$ cat src/slw_defines.vh
`ifndef SLW_DEFINES_VH
`define SLW_DEFINES_VH

// stop mode request codes
`define SLW_STOP_RUN    2'h0
`define SLW_STOP_LIGHT  2'h1
`define SLW_STOP_MIDDLE 2'h2
`define SLW_STOP_DEEP   2'h3

// power state codes
`define SLW_PWR_RUN     2'h0
`define SLW_PWR_LIGHT   2'h1
`define SLW_PWR_LOST    2'h2

// line path modes
`define SLW_PATH_DUPLEX 2'h0
`define SLW_PATH_LOOP   2'h1
`define SLW_PATH_SWIRE  2'h2

// reset values
`define SLW_RST_CFG     1'h0
`define SLW_RST_LINE    1'h1
`define SLW_RST_OE_B    1'h1

`endif

$ cat src/slw_pair_buf.v
`timescale 1ns/1ps
`include "slw_defines.vh"

// ------------------------------------------------------------
// two-entry buffer
// ------------------------------------------------------------
module slw_pair_buf #(
  parameter W = 1
) (
  input  wire         clock,
  input  wire         rst_b,
  input  wire         in_valid,
  output wire         in_ready,
  input  wire [W-1:0] in_data,
  output wire         out_valid,
  input  wire         out_ready,
  output wire [W-1:0] out_data
);

  reg  [W-1:0] mem_ff [0:1];
  reg          wr_ptr_ff;
  reg          rd_ptr_ff;
  reg  [1:0]   count_ff;
  wire         push;
  wire         pop;
  wire [1:0]   nxt_count;

  assign in_ready  = (count_ff != 2'h2);
  assign out_valid = (count_ff != 2'h0);
  assign out_data  = mem_ff[rd_ptr_ff];
  assign push      = in_valid & in_ready;
  assign pop       = out_valid & out_ready;
  assign nxt_count = count_ff + {1'b0, push} - {1'b0, pop};

  always @(posedge clock or negedge rst_b) begin
    if (!rst_b) begin
      mem_ff[0] <= {W{1'b0}};
      mem_ff[1] <= {W{1'b0}};
      wr_ptr_ff <= 1'b0;
      rd_ptr_ff <= 1'b0;
      count_ff  <= 2'h0;
    end else begin
      if (push) begin
        mem_ff[wr_ptr_ff] <= in_data;
        wr_ptr_ff         <= ~wr_ptr_ff;
      end
      if (pop) begin
        rd_ptr_ff <= ~rd_ptr_ff;
      end
      count_ff <= nxt_count;
    end
  end

endmodule

$ cat src/slw_top.v
`timescale 1ns/1ps
`include "slw_defines.vh"

// ------------------------------------------------------------
// line routing, stop behaviour and receive edge detect
// ------------------------------------------------------------
module slw_top #(
  parameter SW = 2
) (
  input  wire          clock,
  input  wire          rst_b,
  input  wire [1:0]    stop_mode,
  input  wire          cfg_wr,
  input  wire          loop_select_enable,
  input  wire          receiver_source_select,
  input  wire          single_wire_direction,
  input  wire          rx_edge_irq_enable,
  input  wire          receiver_enable,
  input  wire          rx_edge_flag_clear,
  input  wire          tx_serial,
  input  wire          rxd_pin_in,
  input  wire          txd_pin_in,
  output reg           txd_pin_out_ff,
  output reg           txd_pin_oe_b_ff,
  output reg           rxd_pin_released_ff,
  output reg           rx_line_ff,
  output reg           rx_edge_flag_ff,
  output reg           wake_req_ff,
  output reg  [1:0]    path_mode_ff,
  output reg  [1:0]    pwr_state_ff,
  output wire          rx_sample_valid,
  input  wire          rx_sample_ready,
  output wire          rx_sample
);

  // ------------------------------------------------------------
  // power states
  // ------------------------------------------------------------
  localparam PWR_RUN   = `SLW_PWR_RUN;
  localparam PWR_LIGHT = `SLW_PWR_LIGHT;
  localparam PWR_LOST  = `SLW_PWR_LOST;

  function [1:0] path_of;
    input lse;
    input rss;
    begin
      if (!lse) begin
        path_of = `SLW_PATH_DUPLEX;
      end else if (!rss) begin
        path_of = `SLW_PATH_LOOP;
      end else begin
        path_of = `SLW_PATH_SWIRE;
      end
    end
  endfunction

  reg  [1:0]   nxt_pwr_state;
  wire         frozen;
  wire         cfg_lost;
  wire         detect_on;

  always @* begin
    nxt_pwr_state = pwr_state_ff;
    case (pwr_state_ff)
      PWR_RUN: begin
        if (stop_mode == `SLW_STOP_LIGHT) begin
          nxt_pwr_state = PWR_LIGHT;
        end else if (stop_mode != `SLW_STOP_RUN) begin
          nxt_pwr_state = PWR_LOST;
        end
      end
      PWR_LIGHT: begin
        if (stop_mode == `SLW_STOP_RUN) begin
          nxt_pwr_state = PWR_RUN;
        end else if (stop_mode != `SLW_STOP_LIGHT) begin
          nxt_pwr_state = PWR_LOST;
        end
      end
      PWR_LOST: begin
        if (stop_mode == `SLW_STOP_RUN) begin
          nxt_pwr_state = PWR_RUN;
        end
      end
      default: begin
        nxt_pwr_state = PWR_RUN;
      end
    endcase
  end

  always @(posedge clock or negedge rst_b) begin
    if (!rst_b) begin
      pwr_state_ff <= `SLW_PWR_RUN;
    end else begin
      pwr_state_ff <= nxt_pwr_state;
    end
  end

  // stop request acts in the same cycle so config writes, routing, line and buffer stop advancing once asked to stop
  assign frozen    = (stop_mode != `SLW_STOP_RUN);
  assign cfg_lost  = (stop_mode == `SLW_STOP_MIDDLE) |
                     (stop_mode == `SLW_STOP_DEEP);
  assign detect_on = (stop_mode == `SLW_STOP_RUN) |
                     (stop_mode == `SLW_STOP_LIGHT);

  // ------------------------------------------------------------
  // configuration bits
  // ------------------------------------------------------------
  reg lse_ff;
  reg rss_ff;
  reg dir_ff;
  reg irqen_ff;
  reg rxen_ff;

  always @(posedge clock or negedge rst_b) begin
    if (!rst_b) begin
      lse_ff   <= `SLW_RST_CFG;
      rss_ff   <= `SLW_RST_CFG;
      dir_ff   <= `SLW_RST_CFG;
      irqen_ff <= `SLW_RST_CFG;
      rxen_ff  <= `SLW_RST_CFG;
    end else if (cfg_lost) begin
      lse_ff   <= `SLW_RST_CFG;
      rss_ff   <= `SLW_RST_CFG;
      dir_ff   <= `SLW_RST_CFG;
      irqen_ff <= `SLW_RST_CFG;
      rxen_ff  <= `SLW_RST_CFG;
    end else if (cfg_wr & ~frozen) begin
      // light stop takes no writes and keeps every bit
      lse_ff   <= loop_select_enable;
      rss_ff   <= receiver_source_select;
      dir_ff   <= single_wire_direction;
      irqen_ff <= rx_edge_irq_enable;
      rxen_ff  <= receiver_enable;
    end
  end

  // ------------------------------------------------------------
  // pin synchronisers
  // ------------------------------------------------------------
  reg [SW-1:0] rxd_sync_ff;
  reg [SW-1:0] txd_sync_ff;

  always @(posedge clock or negedge rst_b) begin
    if (!rst_b) begin
      rxd_sync_ff <= {SW{`SLW_RST_LINE}};
      txd_sync_ff <= {SW{`SLW_RST_LINE}};
    end else begin
      rxd_sync_ff <= {rxd_sync_ff[SW-2:0], rxd_pin_in};
      txd_sync_ff <= {txd_sync_ff[SW-2:0], txd_pin_in};
    end
  end

  // ------------------------------------------------------------
  // line routing
  // ------------------------------------------------------------
  wire [1:0] path;
  reg        nxt_line;
  reg        nxt_pin_out;
  reg        nxt_oe_b;

  assign path = path_of(lse_ff, rss_ff);

  always @* begin
    nxt_line    = rxd_sync_ff[SW-1];
    nxt_pin_out = tx_serial;
    nxt_oe_b    = 1'b0;
    case (path)
      `SLW_PATH_DUPLEX: begin
        nxt_line = rxd_sync_ff[SW-1];
      end
      `SLW_PATH_LOOP: begin
        nxt_line = tx_serial;
      end
      `SLW_PATH_SWIRE: begin
        if (dir_ff) begin
          nxt_line = tx_serial;
          nxt_oe_b = 1'b0;
        end else begin
          // besides reset and the deeper stops, line is free for the far end only while we listen
          nxt_line = txd_sync_ff[SW-1];
          nxt_oe_b = 1'b1;
        end
      end
      default: begin
        nxt_line = rxd_sync_ff[SW-1];
      end
    endcase
  end

  // ------------------------------------------------------------
  // outputs and receive sample stream
  // ------------------------------------------------------------
  wire buf_in_ready;
  wire advance;
  reg  prev_line_ff;
  wire edge_seen;

  // a full buffer stalls sampling, so no sample is overwritten
  assign advance = ~frozen & buf_in_ready;

  always @(posedge clock or negedge rst_b) begin
    if (!rst_b) begin
      txd_pin_out_ff      <= `SLW_RST_LINE;
      txd_pin_oe_b_ff     <= `SLW_RST_OE_B;
      rxd_pin_released_ff <= `SLW_RST_CFG;
      rx_line_ff          <= `SLW_RST_LINE;
      path_mode_ff        <= `SLW_PATH_DUPLEX;
    end else if (cfg_lost) begin
      // deeper stops restart the path from idle
      txd_pin_out_ff      <= `SLW_RST_LINE;
      txd_pin_oe_b_ff     <= `SLW_RST_OE_B;
      rxd_pin_released_ff <= `SLW_RST_CFG;
      rx_line_ff          <= `SLW_RST_LINE;
      path_mode_ff        <= `SLW_PATH_DUPLEX;
    end else if (!frozen) begin
      // in light stop all of these hold and carry on afterwards
      txd_pin_out_ff      <= nxt_pin_out;
      txd_pin_oe_b_ff     <= nxt_oe_b;
      rxd_pin_released_ff <= lse_ff;
      path_mode_ff        <= path;
      if (advance) begin
        rx_line_ff <= nxt_line;
      end
    end
  end

  // ------------------------------------------------------------
  // receive edge detect and wake
  // ------------------------------------------------------------
  always @(posedge clock or negedge rst_b) begin
    if (!rst_b) begin
      prev_line_ff <= `SLW_RST_LINE;
    end else if (!detect_on) begin
      prev_line_ff <= `SLW_RST_LINE;
    end else begin
      prev_line_ff <= nxt_line;
    end
  end

  // idle is high, so the active edge is a fall
  assign edge_seen = detect_on & rxen_ff & prev_line_ff & ~nxt_line;

  always @(posedge clock or negedge rst_b) begin
    if (!rst_b) begin
      rx_edge_flag_ff <= `SLW_RST_CFG;
      wake_req_ff     <= `SLW_RST_CFG;
    end else begin
      if (cfg_lost) begin
        rx_edge_flag_ff <= `SLW_RST_CFG;
      end else if (edge_seen) begin
        rx_edge_flag_ff <= 1'b1;
      end else if (rx_edge_flag_clear & ~frozen) begin
        rx_edge_flag_ff <= 1'b0;
      end
      if (pwr_state_ff == PWR_LIGHT && stop_mode == `SLW_STOP_LIGHT) begin
        wake_req_ff <= wake_req_ff | (edge_seen & irqen_ff);
      end else begin
        wake_req_ff <= 1'b0;
      end
    end
  end

  slw_pair_buf #(
    .W (1)
  ) u_buf (
    .clock     (clock),
    .rst_b     (rst_b),
    .in_valid  (~frozen & rxen_ff),
    .in_ready  (buf_in_ready),
    .in_data   (nxt_line),
    .out_valid (rx_sample_valid),
    .out_ready (rx_sample_ready & ~frozen),
    .out_data  (rx_sample)
  );

endmodule

$ cat config.mk
export PLATFORM = sky130hd
export DESIGN_NAME = slw_top
export DESIGN_NICKNAME = d
export VERILOG_FILES = /design/src/slw_pair_buf.v /design/src/slw_top.v
export VERILOG_INCLUDE_DIRS = /design/src
export SDC_FILE = /design/constraint.sdc
export NUM_CORES = 1
export LEC_CHECK = 0
export BUFFER_PORTS_ARGS = -buffer_cell sky130_fd_sc_hd__buf_2
export CAP_MARGIN = 20
export CORE_ASPECT_RATIO = 1.4
export CORE_MARGIN = 5
export CORE_UTILIZATION = 45
export DETAILED_ROUTE_END_ITERATION = 7
export PLACE_DENSITY_LB_ADDON = 0.1
export SLEW_MARGIN = 5
export SYNTH_ARGS = -nofsm -noshare
export SYNTH_HDL_FRONTEND = slang
export SYNTH_SLANG_ARGS = --single-unit
export TNS_END_PERCENT = 30
$ cat constraint.sdc
create_clock -name clock -period 4.95 [get_ports clock]
set_input_delay 0.2475 -clock clock [delete_from_list [all_inputs] [get_ports clock]]
set_output_delay 0.2475 -clock clock [all_outputs]
set_load 0.02 [all_outputs]
==> flow_summary.ini <==
[synth]
ys_types = 32
synthesis.area_um2 = 1124
synth_xor_area_frac = 0.03118
synthSimpleGateAreaFrac = 0.1559
yosysSeqAreaShare = 0.5880
syn_inst = 93
yosys.area.top_type = dfrtp_1
synth_top_area_frac = 0.4009
synth.area.mux_share = 0.09243
synthAdderAreaFrac = 0.02227
synth_top_family_by_area = simple AND/OR/NAND/NOR gates
synth_area_per_cell_um2 = 12.08
syn_nets = 110
synth_ff_type = dfrtp_1
ys_warn_count = 0
synthArstFlopShare = 1.000
synth-seq-cells = 26
synth_compound_area_frac = 0.08129
synthTopCellsByArea = dfrtp_1 40%, dfstp_2 19%, mux2i_1 6.2%
synth_edf_count = 0

[placement]
hpwl_mm = 1.539
gp_congestion = 0.7316
io_buffers = 26
dp.cells = 150

[cells_and_area]
antenna_cells = 0
area_delta_synth_final_pct = 20.04
fillerInstances = 211
drive_gt1_frac = 0.3496
fin_cells = 157
fin_util = 0.5641
layout.nets = 141

[global_routing]
grt_max_degree = 27
antenna_found_initial = 0
grt_overflow_total = 0
grt_pass1_vias = 796
grtUsageTotal = 0.1349
grt_pass1_wl_mm = 3.670

[worst_setup_path]
worstPathMaxFanout = 3
end_kind = flip-flop
cpPeakStageDelay_ns = 0.43
critical_path_required_ns = 5.20
path_delay_family = adder cells
crit_buf_inv = 1
cp-start-kind = flip-flop
crit_type = reg -> reg
worstPathArrival_ns = 1.97
cp_cell_sequence = or2_1 -> and3_1 -> ha_1 -> inv_1 -> ha_1 -> xnor2_1 -> xnor2_1
slowest_stage = dfrtp_1

[timing]
slew_headroom = 0.6014
setup_viol = 0
skew_ns = 0.002969
final_max_slew_viol_count = 0
timing.setup.tns_ns = 0
fmax_mhz = 582.1
rsz0062_at_grt = no
finalHoldViolCount = 0
fin_crit_ns = 1.718
tightest_slew_ns = 0.5967
min_period_over_period = 0.3471

[clock_tree]
cts_tree = done
cts-buffers-inserted = 3
clk_pin_slew_ns = 0.14
clk_latency_ns = 0.32
clockBufferDepth = 2
clock-sinks = 26
htreeDepth = 1
root_buffer = clkbuf_4

[pwr]
power.share.clock = 0.219
power.density_nw_per_um2 = 358.7
finalPower_uw = 483.8
switching_power_uw = 141.4
peakVddDrop_mv = 0.2611
p_seq_frac = 0.556
leakagePower_uw = 0.0006504
p_int_uw = 342.4
comb_power_share = 0.225
swShare = 0.2922

[floorplan]
die_area_um2 = 3610
core_um2 = 2391
rows = 21
num_io_pins = 27
initial_utilization = 0.4699
die_y_um = 69.12
die-width_um = 52.23

[drt]
drc = 0
drt_iter0_markers = 17
first_pass_iters = 4
via_per_inst = 4.975
ant_nets = 0
wl_mm = 2.079
wl_per_cell_um = 13.24
via_count = 781

[run]
drv_cap = 0

[min_path]
min_path_type = in -> reg

[status]
status = finished clean
-- cells by family after synthesis --
family / after synthesis
adder cells (fa/ha/maj): 2
AO/OA/AOI/OAI: 12
XOR/XNOR: 4
buffers and inverters: 8
flip-flops: 26
multiplexers: 10
AND/OR/NAND/NOR: 31
-- through the flow --
stage          instance area, µm²  hold slack, ns  setup WS [ns]
2_1_floorplan                1124        -0.04809          3.220
3_3_place_gp                 1282          0.2738          3.273
3_5_place_dp                 1282          0.2790          3.201
4_1_cts                      1349          0.1454          3.208
5_1_grt                      1349          0.1335          3.103
6_report                     1349          0.1604          3.232
-- layout make-up --
type,instances,area [µm²],share of cell area
timing repair buffer,29,160.2,0.1187
multi-input combinational,59,430.4,0.3191
clock buffer,4,36.28,0.02690
inverter,5,18.77,0.01391
tap,34,42.54,0.03154
sequential,26,660.6,0.4898
-- state kept, by name, indices dropped and copies added (netlist names), 2 cells and up --
register and flops:
pwr_state_ff 2, rxd_sync_ff 2, u_buf.count_ff 2, txd_sync_ff 2, u_buf.mem_ff 2, path_mode_ff 2
-- placed cells by master, fill, tap and decap left out, types with 2 or more instances in the layout --
cell,count
buf_2,26
dfrtp_1,18
nor2_1,8
dfstp_2,8
mux2i_1,7
nand2_1,6
inv_1,5
a21oi_1,4
clkbuf_4,3
dlygate4sd3_1,3
and3_1,2
nand2b_1,2
xnor2_1,2
mux2_2,2
nand4b_1,2
and2_1,2
nand4_1,2
o21ai_0,2
o31ai_1,2
xor2_1,2
ha_1,2
-- per-layer routing --
metal	GRT usage	vias up	share of wire
met3	0.03017	4	0.056
met2	0.2098	23	0.50
met4	0.06818	0	0.017
met5	0	-	0
met1	0.1720	376	0.43
li1	-	378	-
-- tightest hold or removal path, stage by stage --
cell	delay, ns
buf_2	0.09
mux2i_1	0.06
nand2_1	0.06
-- power by group through the flow --
| stage | registers (µW) | clock network, µW | logic, µW |
|---|---|---|---|
| 2_1_floorplan | 274 | 0 | 69.5 |
| 3_3_place_gp | 272 | 0 | 106 |
| 3_5_place_dp | 273 | 0 | 109 |
| 4_1_cts | 269 | 111 | 112 |
| 5_1_grt | 275 | 122 | 125 |
| 6_report | 269 | 106 | 109 |
-- worst paths after layout --
kind | slack, ns | depth (start not counted) | start | to
max | 3.23 | 7 | u_buf.count_ff[1] | u_buf.count_ff[1]
min | 0.16 | 3 | tx_serial | txd_pin_out_ff
max reg2reg | 3.23 | 7 | u_buf.count_ff[1] | u_buf.count_ff[1]
min reg2reg | 0.37 | 0 | txd_sync_ff[0] | txd_sync_ff[1]
max in group asynchronous | 4.13 | 2 | rst_b | rx_line_ff
min in group asynchronous | 0.44 | 2 | rst_b | path_mode_ff[0]
-- cell usage after synthesis, types with 2 or more instances --
| library cell | number |
|---|---|
| dfrtp_1 | 18 |
| buf_2 | 2 |
| o21ai_0 | 2 |
| nand2b_1 | 2 |
| nand4b_1 | 2 |
| xnor2_1 | 2 |
| nand4_1 | 2 |
| mux2i_1 | 7 |
| ha_1 | 2 |
| mux2_2 | 2 |
| xor2_1 | 2 |
| nand2_1 | 6 |
| and3_1 | 2 |
| o31ai_1 | 2 |
| nor2_1 | 8 |
| dfstp_2 | 8 |
| a21oi_1 | 4 |
| inv_1 | 5 |
| and2_1 | 2 |
-- what timing repair did --
action,4_1_cts,5_1_grt
resized for setup,0,0
hold buffers,3,0
setup endpoints to repair,0,0
endpoints found under the hold margin,20,0
setup buffers,0,0
Power figures use the tool's default switching activity.
